**src/shared/xip_pkg.sv**
```systemverilog
/*
  Constants and types for the extra external interrupt channels and the
  auxiliary 4-bit port. Assumes an 8-bit special-function register bus.
*/
package xip_pkg;

  localparam int          XIP_AW          = 8;
  localparam int          XIP_DW          = 8;
  localparam int          XIP_PORT_W      = 4;
  localparam int          XIP_NSRC        = 8;
  localparam int          XIP_NSTD        = 6;

  // Register addresses, also the base bit addresses
  localparam logic [7:0]  XIP_CTRL_ADDR   = 8'hc0;
  localparam logic [7:0]  XIP_PORT_ADDR   = 8'hd8;
  localparam logic [4:0]  XIP_BASE_MASK   = 5'h1f;
  localparam logic [2:0]  XIP_BIT_SEL_W   = 3'h3;

  // Reset values
  localparam logic [7:0]  XIP_CTRL_RESET  = 8'h00;
  localparam logic [3:0]  XIP_PORT_RESET  = 4'hf;
  localparam logic [7:0]  XIP_READ_ZERO   = 8'h00;

  // Port pins that carry the interrupt inputs
  localparam int          XIP_PIN_CHAN_A  = 3;
  localparam int          XIP_PIN_CHAN_B  = 2;

  // Source indices in polling order, 0 is polled first
  localparam int          XIP_SRC_CHAN_A  = 6;
  localparam int          XIP_SRC_CHAN_B  = 7;

  // Vector addresses by polling position
  localparam logic [7:0]  XIP_VEC [XIP_NSRC] = '{
    8'h03, 8'h0b, 8'h13, 8'h1b, 8'h23, 8'h2b, 8'h33, 8'h3b
  };
  localparam logic [7:0]  XIP_VEC_NONE    = 8'h00;

  // Control register layout, bit 7 down to bit 0
  typedef struct packed {
    logic b_priority;
    logic b_enable;
    logic b_flag;
    logic b_trigger_type;
    logic a_priority;
    logic a_enable;
    logic a_flag;
    logic a_trigger_type;
  } xip_ctrl_t;

  // Request presented to the core interrupt sequencer
  typedef struct packed {
    logic       pending;
    logic       high;
    logic [2:0] source;
    logic [7:0] vector;
  } xip_irq_t;

endpackage

```
**src/hdl/xip_sync.sv**
```systemverilog
/*
  Two-flop synchroniser for a group of asynchronous pin inputs.
  Assumes inputs are quasi-static relative to clk; no bus coherence implied.
*/
`timescale 1ns/1ps
module xip_sync #(
  parameter int W     = 4,
  parameter logic [W-1:0] INIT = '1
) (
  // Clock and reset
  input  wire logic         clk,
  input  wire logic         resetn,
  // Data
  input  wire logic [W-1:0] async_in,
  output logic      [W-1:0] sync_out
);

  logic [W-1:0] meta_q;

  always_ff @(posedge clk) begin
    if (!resetn) begin
      meta_q   <= INIT;
      sync_out <= INIT;
    end else begin
      meta_q   <= async_in;
      sync_out <= meta_q;
    end
  end

endmodule

```
**src/hdl/xip_top.sv**
```systemverilog
/*
  Extra external interrupt channels A and B with their control register,
  an eight-source priority/polling selector, and the 4-bit auxiliary port.
  Assumes the core drives a byte and bit special-function register bus on
  clk and acknowledges taken interrupts with the vector it jumps to.
*/
// Behaviour
// - Control register at address 0C0H, every bit settable singly by bit ops; in level mode the flag bits follow the pin instead.
// - Fields high to low: B prio, en, flag, trig; then A prio, en, flag, trig.
// - Priority bit 1 makes channel high priority, 0 low.
// - Request reaches core only while channel enable is 1.
// - Trigger 1 detects falling edge; trigger 0 treats low level as request.
// - Edge mode sets flag on edge, clears it when core vectors there.
// - Standard sources vector 03H..2BH, polled 0 to 5 within a level.
// - Channel A vectors to 33H, polled at position 6.
// - Channel B vectors to 3BH, polled last at position 7.
// - Auxiliary port at 0D8H, bit-addressable, low 4 bits, pulled-up bidirectional.
// - Port bits 3 and 2 serve as I/O and as channel inputs together.
// - Port write drives pins; port read returns pin status.
// - Reset loads 4-bit port latch with 0FH, control register with 00H.
`timescale 1ns/1ps
module xip_top
  import xip_pkg::*;
(
  // Clock and reset
  input  wire logic                        clk,
  input  wire logic                        resetn,
  // Byte access
  input  wire logic [xip_pkg::XIP_AW-1:0]  sfr_addr,
  input  wire logic                        sfr_wr,
  input  wire logic                        sfr_rd,
  input  wire logic [xip_pkg::XIP_DW-1:0]  sfr_wdata,
  output logic      [xip_pkg::XIP_DW-1:0]  sfr_rdata,
  // Bit access
  input  wire logic [xip_pkg::XIP_AW-1:0]  bit_addr,
  input  wire logic                        bit_wr,
  input  wire logic                        bit_rd,
  input  wire logic                        bit_wdata,
  output logic                             bit_rdata,
  // Core interrupt sequencer
  input  wire logic [xip_pkg::XIP_NSTD-1:0] std_req,
  input  wire logic [xip_pkg::XIP_NSTD-1:0] std_high,
  input  wire logic                        irq_ack,
  input  wire logic [7:0]                  irq_ack_vector,
  output xip_pkg::xip_irq_t                irq_out,
  // Auxiliary port pins
  input  wire logic [xip_pkg::XIP_PORT_W-1:0] port_pin_in,
  output logic      [xip_pkg::XIP_PORT_W-1:0] port_pin_out,
  output logic      [xip_pkg::XIP_PORT_W-1:0] port_pin_oe
);

  xip_ctrl_t              ctrl_q;
  logic [XIP_PORT_W-1:0]  port_q;
  logic [XIP_PORT_W-1:0]  pin_s;
  logic                   pin_a_q;
  logic                   pin_b_q;
  logic                   fall_a;
  logic                   fall_b;
  logic                   ctrl_byte_wr;
  logic                   port_byte_wr;
  logic                   ctrl_bit_wr;
  logic                   port_bit_wr;
  logic [2:0]             bit_sel;
  logic [XIP_DW-1:0]      ctrl_bit_d;
  logic [XIP_PORT_W-1:0]  port_bit_d;
  logic                   ack_a;
  logic                   ack_b;
  logic [XIP_NSRC-1:0]    all_req;
  logic [XIP_NSRC-1:0]    all_high;
  xip_irq_t               irq_d;
  xip_ctrl_t              wdata_ctrl;

  // Pin inputs cross into clk before use
  xip_sync #(.W(XIP_PORT_W), .INIT(XIP_PORT_RESET)) u_sync (
    .clk      (clk),
    .resetn   (resetn),
    .async_in (port_pin_in),
    .sync_out (pin_s)
  );

  // Address decode for byte and bit access
  assign bit_sel      = bit_addr[2:0];
  assign ctrl_byte_wr = sfr_wr && (sfr_addr == XIP_CTRL_ADDR);
  assign port_byte_wr = sfr_wr && (sfr_addr == XIP_PORT_ADDR);
  assign ctrl_bit_wr  = bit_wr && (bit_addr[7:3] == XIP_CTRL_ADDR[7:3]);
  assign port_bit_wr  = bit_wr && (bit_addr[7:3] == XIP_PORT_ADDR[7:3])
                        && (bit_sel <= XIP_BIT_SEL_W);

  always_comb begin
    ctrl_bit_d          = ctrl_q;
    ctrl_bit_d[bit_sel] = bit_wdata;
    port_bit_d          = port_q;
    if (bit_sel <= XIP_BIT_SEL_W) begin
      port_bit_d[bit_sel[1:0]] = bit_wdata;
    end
  end

  // Falling edges on the shared port pins
  assign fall_a = pin_a_q && !pin_s[XIP_PIN_CHAN_A];
  assign fall_b = pin_b_q && !pin_s[XIP_PIN_CHAN_B];
  assign ack_a  = irq_ack && (irq_ack_vector == XIP_VEC[XIP_SRC_CHAN_A]);
  assign ack_b  = irq_ack && (irq_ack_vector == XIP_VEC[XIP_SRC_CHAN_B]);

  always_ff @(posedge clk) begin
    if (!resetn) begin
      pin_a_q <= 1'b1;
      pin_b_q <= 1'b1;
    end else begin
      pin_a_q <= pin_s[XIP_PIN_CHAN_A];
      pin_b_q <= pin_s[XIP_PIN_CHAN_B];
    end
  end

  // Control register: software fields, hardware-managed flags
  always_ff @(posedge clk) begin
    if (!resetn) begin
      ctrl_q <= xip_ctrl_t'(XIP_CTRL_RESET);
    end else begin
      if (ctrl_byte_wr) begin
        ctrl_q <= xip_ctrl_t'(sfr_wdata);
      end else if (ctrl_bit_wr) begin
        ctrl_q <= xip_ctrl_t'(ctrl_bit_d);
      end
      // Channel A and B flags: edge latches, level follows the pin
      if (!ctrl_q.a_trigger_type) begin
        ctrl_q.a_flag <= !pin_s[XIP_PIN_CHAN_A];
      end else if (fall_a) begin
        ctrl_q.a_flag <= 1'b1;
      end else if (ack_a) begin
        ctrl_q.a_flag <= 1'b0;
      end
      if (!ctrl_q.b_trigger_type) begin
        ctrl_q.b_flag <= !pin_s[XIP_PIN_CHAN_B];
      end else if (fall_b) begin
        ctrl_q.b_flag <= 1'b1;
      end else if (ack_b) begin
        ctrl_q.b_flag <= 1'b0;
      end
    end
  end

  // Port latch and quasi-bidirectional drive: pull low on 0, release on 1
  always_ff @(posedge clk) begin
    if (!resetn) begin
      port_q       <= XIP_PORT_RESET;
      port_pin_out <= XIP_PORT_RESET;
      port_pin_oe  <= ~XIP_PORT_RESET;
    end else begin
      if (port_byte_wr) begin
        port_q       <= sfr_wdata[XIP_PORT_W-1:0];
        port_pin_out <= sfr_wdata[XIP_PORT_W-1:0];
        port_pin_oe  <= ~sfr_wdata[XIP_PORT_W-1:0];
      end else if (port_bit_wr) begin
        port_q       <= port_bit_d;
        port_pin_out <= port_bit_d;
        port_pin_oe  <= ~port_bit_d;
      end
    end
  end

  // Read data, one cycle after the strobe; port reads the pins
  always_ff @(posedge clk) begin
    if (!resetn) begin
      sfr_rdata <= XIP_READ_ZERO;
      bit_rdata <= 1'b0;
    end else begin
      if (sfr_rd) begin
        if (sfr_addr == XIP_CTRL_ADDR) begin
          sfr_rdata <= ctrl_q;
        end else if (sfr_addr == XIP_PORT_ADDR) begin
          sfr_rdata <= {{(XIP_DW-XIP_PORT_W){1'b0}}, pin_s};
        end else begin
          sfr_rdata <= XIP_READ_ZERO;
        end
      end
      if (bit_rd) begin
        if (bit_addr[7:3] == XIP_CTRL_ADDR[7:3]) begin
          bit_rdata <= ctrl_q[bit_sel];
        end else if ((bit_addr[7:3] == XIP_PORT_ADDR[7:3]) && (bit_sel <= XIP_BIT_SEL_W)) begin
          bit_rdata <= pin_s[bit_sel[1:0]];
        end else begin
          bit_rdata <= 1'b0;
        end
      end
    end
  end

  // Eight-source selection: high level first, then polling order
  assign all_req  = {ctrl_q.b_flag && ctrl_q.b_enable,
                     ctrl_q.a_flag && ctrl_q.a_enable, std_req};
  assign all_high = {ctrl_q.b_priority, ctrl_q.a_priority, std_high};

  always_comb begin
    irq_d = '0;
    irq_d.vector = XIP_VEC_NONE;
    for (int i = XIP_NSRC - 1; i >= 0; i--) begin
      if (all_req[i] && !all_high[i] && !(|(all_req & all_high))) begin
        irq_d.pending = 1'b1;
        irq_d.high    = 1'b0;
        irq_d.source  = 3'(i);
        irq_d.vector  = XIP_VEC[i];
      end
    end
    for (int i = XIP_NSRC - 1; i >= 0; i--) begin
      if (all_req[i] && all_high[i]) begin
        irq_d.pending = 1'b1;
        irq_d.high    = 1'b1;
        irq_d.source  = 3'(i);
        irq_d.vector  = XIP_VEC[i];
      end
    end
  end

  always_ff @(posedge clk) begin
    if (!resetn) begin
      irq_out <= '0;
    end else begin
      irq_out <= irq_d;
    end
  end

  // Byte write data viewed as control fields
  assign wdata_ctrl = xip_ctrl_t'(sfr_wdata);
endmodule

```
**config.mk**
```make
export PLATFORM = sky130hd
export DESIGN_NAME = xip_top
export DESIGN_NICKNAME = d
export VERILOG_FILES = /design/src/shared/xip_pkg.sv /design/src/hdl/xip_sync.sv /design/src/hdl/xip_top.sv
export SDC_FILE = /design/constraint.sdc
export NUM_CORES = 1
export LEC_CHECK = 0
export ABC_AREA = 1
export BUFFER_PORTS_ARGS = -buffer_cell sky130_fd_sc_hd__buf_2
export CELL_PAD_IN_SITES_DETAIL_PLACEMENT = 1
export CELL_PAD_IN_SITES_GLOBAL_PLACEMENT = 1
export CORE_MARGIN = 1
export CORE_UTILIZATION = 34
export CTS_CLUSTER_DIAMETER = 200
export DETAILED_ROUTE_END_ITERATION = 8
export HOLD_SLACK_MARGIN = 0.02
export PLACE_DENSITY_LB_ADDON = 0.2
export SLEW_MARGIN = 10
export SYNTH_ARGS = -nofsm -noshare
export SYNTH_HDL_FRONTEND = slang
export SYNTH_HIERARCHICAL = 1
export SYNTH_SLANG_ARGS = --single-unit
export TNS_END_PERCENT = 100
```
**constraint.sdc**
```tcl
create_clock -name clk -period 2.65 [get_ports clk]
set_input_delay 0.53 -clock clk [delete_from_list [all_inputs] [get_ports clk]]
set_output_delay 0.53 -clock clk [all_outputs]
set_load 0.01 [all_outputs]
```
==> key figures, run 1 <==
Timing
  • TNS Setup: 0 ns
  • Worst setup margin: about 0.94 ns
  • RSZ-0062 raised after global routing: false
  • Final Hold Viols: 0
  • Slew Limit Fails: 0
  • Layout Skew: roughly 0.014 ns
  • Crit share post-route: 0.647
  • Min Tclk post-route: between 1.5 and 2 ns
  • Setup Viol. Count Final: 0
  • Relative slew slack: 0.638
  • Slew @ Worst Pin: between 0.5 and 0.6 ns
  • Max Fclk: roughly 580 MHz

CTS
  • Root buf cell: clkbuf_8
  • CTS tree: built
  • Deepest clock path buffer count: 2
  • PostCTS Resize Cnt: 0
  • Clock Sinks: 40
  • H-tree Lvls: 2
  • Clk_lat worst skew: about 0.3 ns
  • # hold bufs at CTS: 0
  • Clk pin slew, worst setup/hold paths: around 0.080 ns
  • TritonCTS buffer count: 5
  • Post-CTS setup buffer count: 0

Critical path
  • R2r endpoint: irq_out[9]
  • R2R setup slack: approximately 1.1 ns
  • Crit path DAT: roughly 1.9 ns
  • Setup Crit Path Kind: primary input to flip-flop
  • Crit-path max FO: 14
  • Critical Path Start Type: primary input
  • Worst R2R Start: ctrl_q[1]
  • Crit end category: flip-flop
  • Cells on worst reg2reg path: 12
  • Critical path required time: roughly 2.8 ns

Detailed routing
  • Wire per inst: 12.9 um
  • Vias: 2304
  • DRT iter0 DRCs: 67
  • DRC errors left: 0
  • Antenna Nets Post-Route: 0
  • Vias per cell: 4.87
  • Routed WL: 6.09 mm
  • First drt pass iteration count: 4

Global routing
  • Global-route wire length before repair: between 10 and 15 mm
  • Pin count of the biggest net entering global routing: 27
  • Grt ovf: 0
  • GR Layer Usage met3: 0.0374
  • Met1 GRT Util: 0.244
  • Initial antenna violation count: 0
  • Global Route met2 Usage: 0.337
  • Gr usage total: 0.195
  • Top Usage Layer GRT: met2
  • Number of global-route vias before repair: approximately 2200

Final layout
  • Area occupied by multi-input gates: roughly 1100 um2
  • Layout cell share with drive strength beyond 1: 0.276
  • Final net count: 453
  • Synth-to-Final Area Change: 23.6%
  • FF/Latch Area: about 800 um2
  • # diodes: 0
  • Finished layout cell area: approximately 2700 um2
  • Fill cells: roughly 850

Floorplanning
  • Initial Util: 0.362
  • Total die area: 6810 um2
  • Die height: between 80 and 90 um
  • Number of top-level pins: 86
  • Die width: roughly 83 um
  • Core Region: between 6000 and 7000 um2
  • Site Rows: 28

Yosys
  • Syn Inst Count: approximately 320
  • Leading area contributor after synthesis: dfxtp_1
  • Synthesized flop and latch total: 40
  • Syn. warnings: 6
  • Seq/Total Area, Yosys: 0.363
  • Post-Syn Area: 2210 um2
  • Area contributors post-synth: dfxtp_1 (36%), nand2_1 (14%), o21ai_0 (7.5%), inv_1 (7.1%), nor2_1 (3.9%)
  • Top_reg_cell synth: dfxtp_1
  • Leading cell types by count after synthesis: nand2_1 (81), inv_1 (42), dfxtp_1 (40)
  • Post-synth EDFFs: 0
  • Count leader, synth: nand2_1
  • Syn avg cell area: a little under 7 um2
  • Async S/R FF share, synth: 0
  • Library cells used by synthesis: 41
  • Top-area cell type share of the netlist area: 0.363

Placed design
  • HPWL Detailed: about 4.9 mm
  • Gpl congestion: approximately 0.86
  • Buffers on Ports: between 80 and 90
  • DP Worst Slack: approximately 0.63 ns
  • Area after DPL: 2620 um2

Outcome
  • Status: finished clean

Worst hold path
  • WHS Endpoint: u_sync/meta_q[0]
  • Hold Path Class: primary input to flip-flop
  • Worst hold path depth: 3
  • Beginning of the worst hold path: port_pin_in[0]

Power and ir drop
  • P per Cell Area: between 400 and 500 nW/um2
  • Peak supply drop: ~0.00026 V
  • P_leak: about 1.4 nW
  • Total power: approximately 1.3 mW

Job
  • Maxcap violations: 0
-- sequential cells by signal (all words and copies together) (netlist names) --
name             cells
all_high             2
bit_rdata            1
ctrl_q               6
irq_out              5
pin_a_q              1
pin_b_q              1
port_pin_oe          4
port_q               4
sfr_rdata            8
u_sync/meta_q        4
u_sync/sync_out      4
-- layout by cell type (no fill, tap or decap), drive strengths merged --
cell type	n
o2111ai	2
nor4b	1
or2	1
dfxtp	40
o21ai	38
a221oi	1
inv	45
o211ai	4
nand3	18
buf	83
o22ai	1
clkbuf	6
clkinv	1
nand4	3
nand2	84
nor3	3
o221ai	1
conb	3
o211a	3
a21oi	16
bufinv	1
a211oi	4
nand3b	1
a21o	1
nor4	2
nor2	26
a31oi	9
-- metal layers --
metal / vias to the layer above / routed length [um]
li1: 1200 / -
met1: 1035 / 2800
met2: 61 / 2860
met3: 8 / 354
met4: 0 / 76
met5: - / 0
-- worst max-delay path by stage --
stage | startpoint | end | slack [ns] | depth (start not counted)
finish | sfr_addr[2] | ctrl_q[5] | 0.94 | 9
global route | sfr_addr[3] | ctrl_q[5] | 0.78 | 9
CTS | sfr_addr[3] | ctrl_q[5] | 0.94 | 9
detailed placement | sfr_addr[2] | ctrl_q[5] | 0.63 | 9
global placement | sfr_addr[3] | ctrl_q[5] | 0.70 | 9
floorplan | sfr_addr[2] | port_q[3] | 1.10 | 5
-- critical path, stage by stage --
cell and delay (ns):
buf_2 0.12, nor3_4 0.23, nand3_4 0.14, nor2_4 0.27, inv_2 0.18, o21ai_0 0.14
o211ai_2 0.12, o221ai_2 0.07, a31oi_1 0.10
-- report_power, final --
group | switching, mW | internal [mW] | total (mW)
sequential | 0.00939 | 0.622 | 0.631
clock | 0.222 | 0.280 | 0.502
combinational | 0.111 | 0.0748 | 0.186
-- through the flow --
stage / instances / hold slack (ns) / utilization
floorplan: 323 / 0.380 / -
global placement: 465 / 0.383 / 0.430
detailed placement: 465 / 0.393 / 0.430
CTS: 473 / 0.391 / 0.447
global route: 473 / 0.394 / 0.447
finish: 473 / 0.396 / 0.447
-- cell families after synthesis --
kind of cell,synth area share
compound gates,0.222
buf+inv,0.125
flops,0.363
other cells,0.00170
simple gates,0.288
-- final cells by class --
cell class / instances / area share
inverters: 45 / 0.0620
clock buffers: 6 / 0.0266
flip-flops and latches: 40 / 0.294
clock inverters: 2 / 0.0128
multi-input cells: 222 / 0.417
well taps: 75 / 0.0344
repair buffers: 83 / 0.153
(Power assumes the default switching activity.)
==> inputs of run 2 (changes only) <==
--- a/config.mk
+++ b/config.mk
@@ -10,7 +10,7 @@
 export CELL_PAD_IN_SITES_DETAIL_PLACEMENT = 1
 export CELL_PAD_IN_SITES_GLOBAL_PLACEMENT = 1
 export CORE_MARGIN = 1
-export CORE_UTILIZATION = 34
+export CORE_UTILIZATION = 30
 export CTS_CLUSTER_DIAMETER = 200
 export DETAILED_ROUTE_END_ITERATION = 8
 export HOLD_SLACK_MARGIN = 0.02
==> constraint.sdc (replaced) <==
create_clock -name clk -period 1.5 [get_ports clk]
set_input_delay 0.3 -clock clk [delete_from_list [all_inputs] [get_ports clk]]
set_output_delay 0.3 -clock clk [all_outputs]
set_load 0.01 [all_outputs]
==> key figures, run 2 (synthesis gave the netlist of run 1 again) <==
Detailed routing
  • Routed WL: a little under 7 mm
  • DRT iter0 DRCs: 52
  • First drt pass iteration count: 4
  • Vias: 2472
  • Wire per inst: between 10 and 15 um
  • Antenna Nets Post-Route: 0
  • Vias per cell: roughly 4.7
  • DRC errors left: 0

CTS
  • Clk_lat worst skew: about 0.30 ns
  • CTS tree: built
  • Root buf cell: clkbuf_8
  • Deepest clock path buffer count: 2
  • H-tree Lvls: 2
  • Clk pin slew, worst setup/hold paths: 0.08 ns
  • TritonCTS buffer count: 5
  • Clock Sinks: 40

Floorplanning
  • Site Rows: 30
  • Die height: 87.8 um
  • Number of top-level pins: 86
  • Core Region: between 6000 and 7000 um2
  • Initial Util: 0.318
  • Die width: between 80 and 90 um
  • Total die area: 7700 um2

Global routing
  • Global-route wire length before repair: between 10 and 15 mm
  • Pin count of the biggest net entering global routing: 18
  • Initial antenna violation count: 0
  • Number of global-route vias before repair: 2330
  • Grt ovf: 0
  • Gr usage total: 0.180

Timing
  • RSZ-0062 raised after global routing: true
  • Crit share post-route: 0.978
  • TNS Setup: 0 ns
  • Final Hold Viols: 0
  • Hold slack: 0.173 ns
  • Slew Limit Fails: 0
  • Max Fclk: slightly below 700 MHz
  • Layout Skew: 0.0116 ns
  • Setup Viol. Count Final: 0
  • Min Tclk post-route: 1.47 ns

Final layout
  • Layout cell share with drive strength beyond 1: 0.363
  • Area occupied by multi-input gates: between 1000 and 1500 um2
  • Top Registers: sfr_rdata: 8 flops, ctrl_q: 6 flops, irq_out: 5 flops
  • Max reg flops: 8
  • Synth-to-Final Area Change: 40.4%
  • Fill cells: 919
  • Final net count: a little under 500
  • Commonest non-fill, non-tap cells in the layout: buf_2 (82), nand2_1 (79), inv_1 (42), dfxtp_1 (34), o21ai_0 (33)
  • FF/Latch Area: between 800 and 900 um2
  • Top reg by flops: sfr_rdata
  • Commonest non-fill, non-tap cell in the layout: buf_2
  • # diodes: 0

Critical path
  • Critical path required time: roughly 1.7 ns
  • Critical path's largest stage delay: approximately 0.34 ns
  • CP most frequent cell: nand2_1
  • Critical Path Start Type: flip-flop
  • CP max-delay cell: dfxtp_2
  • Crit path DAT: 1.67 ns
  • CP cell instances: buf_4, nand3_2, nand2_2, nand2_1, nand2_1, nand2_1, nand2_1, nand2_1, nand2_1, nand2_1, nand2_1, nand2_1, nand2_1, nand2_1, nand2_1, a21oi_2
  • Crit end category: flip-flop
  • Crit-path max FO: 3
  • Setup Crit Path Kind: flip-flop to flip-flop

Power and ir drop
  • Net Sw Frac: 0.257
  • Peak supply drop: ~0.00029 V
  • Clock share of power: 0.400
  • Sequential power share: 0.447
  • Net switching power: 640 uW
  • P per Cell Area: about 800 nW/um2
  • Combinational power share: 0.152
  • Cell Int Power: 1.85 mW
  • P_leak: approximately 1.6 nW

Job
  • Maxcap violations: 0

Placed design
  • Buffers on Ports: just over 80
  • Gpl congestion: between 0.9 and 1
  • HPWL Detailed: about 5.5 mm

Worst hold path
  • Hold Path Class: primary input to flip-flop

Outcome
  • Status: finished clean
run 2: power by group through the flow:
stage               combinational, mW  clock (mW)  sequential [mW]
floorplan                       0.177           0             1.15
global placement                0.363           0             1.14
detailed placement              0.371           0             1.14
CTS                             0.377        1.02             1.12
global route                    0.427        1.06             1.12
finish                          0.379       0.996             1.11
run 2: path summary, 6_finish.rpt:
kind / from / to / cells past startpoint / slack [ns]
worst max-delay path: ctrl_q[2] / irq_out[8] / 16 / 0.03
worst min-delay path: port_pin_in[1] / u_sync/meta_q[1] / 3 / 0.17
worst min register to register: u_sync/meta_q[2] / u_sync/sync_out[2] / 2 / 0.41
worst max register to register: ctrl_q[2] / irq_out[8] / 16 / 0.03
run 2: area by class of cell:
type,instances,share of cell area
clock buffers,7,0.0311
clock inverters,1,0.00969
inverters,45,0.0553
multi-input cells,222,0.382
flip-flops and latches,40,0.263
well taps,96,0.0388
repair buffers,115,0.221
run 2: per-layer routing:
| layer | global-route usage | up-vias | part of all wire |
|---|---|---|---|
| met4 | 0.0358 | 0 | 0.011 |
| met1 | 0.236 | 1132 | 0.48 |
| met3 | 0.0424 | 9 | 0.052 |
| met2 | 0.301 | 65 | 0.46 |
| li1 | - | 1266 | - |
| met5 | 0 | - | 0 |
run 2: per-stage QoR:
step | total power [mW] | setup WS [ns] | util | instance area, um2 | cells
final | 2.49 | 0.0328 | 0.446 | 3100 | 526
after global routing | 2.61 | -0.147 | 0.446 | 3100 | 526
after CTS | 2.51 | -0.00117 | 0.441 | 3060 | 526
after detailed placement | 1.51 | -0.102 | 0.418 | 2900 | 517
after global placement | 1.50 | -0.102 | 0.418 | 2900 | 517
after floorplan | 1.33 | 0.182 | - | 2210 | 323
run 2: critical path, delay by kind of cell (launching register included):
family | cells | cell delay [ns]
compound gates | 1 | 0.04
buf+inv | 1 | 0.12
flops | 1 | 0.34
simple gates | 14 | 0.87
run 2: what timing repair did:
item / 4_1_cts / 5_1_grt
resized for setup: 9 / 11
setup buffers: 1 / 0
pin swaps: 2 / 1
cloned: 0 / 0
hold buffers: 0 / 0
setup endpoints to repair: 3 / 4
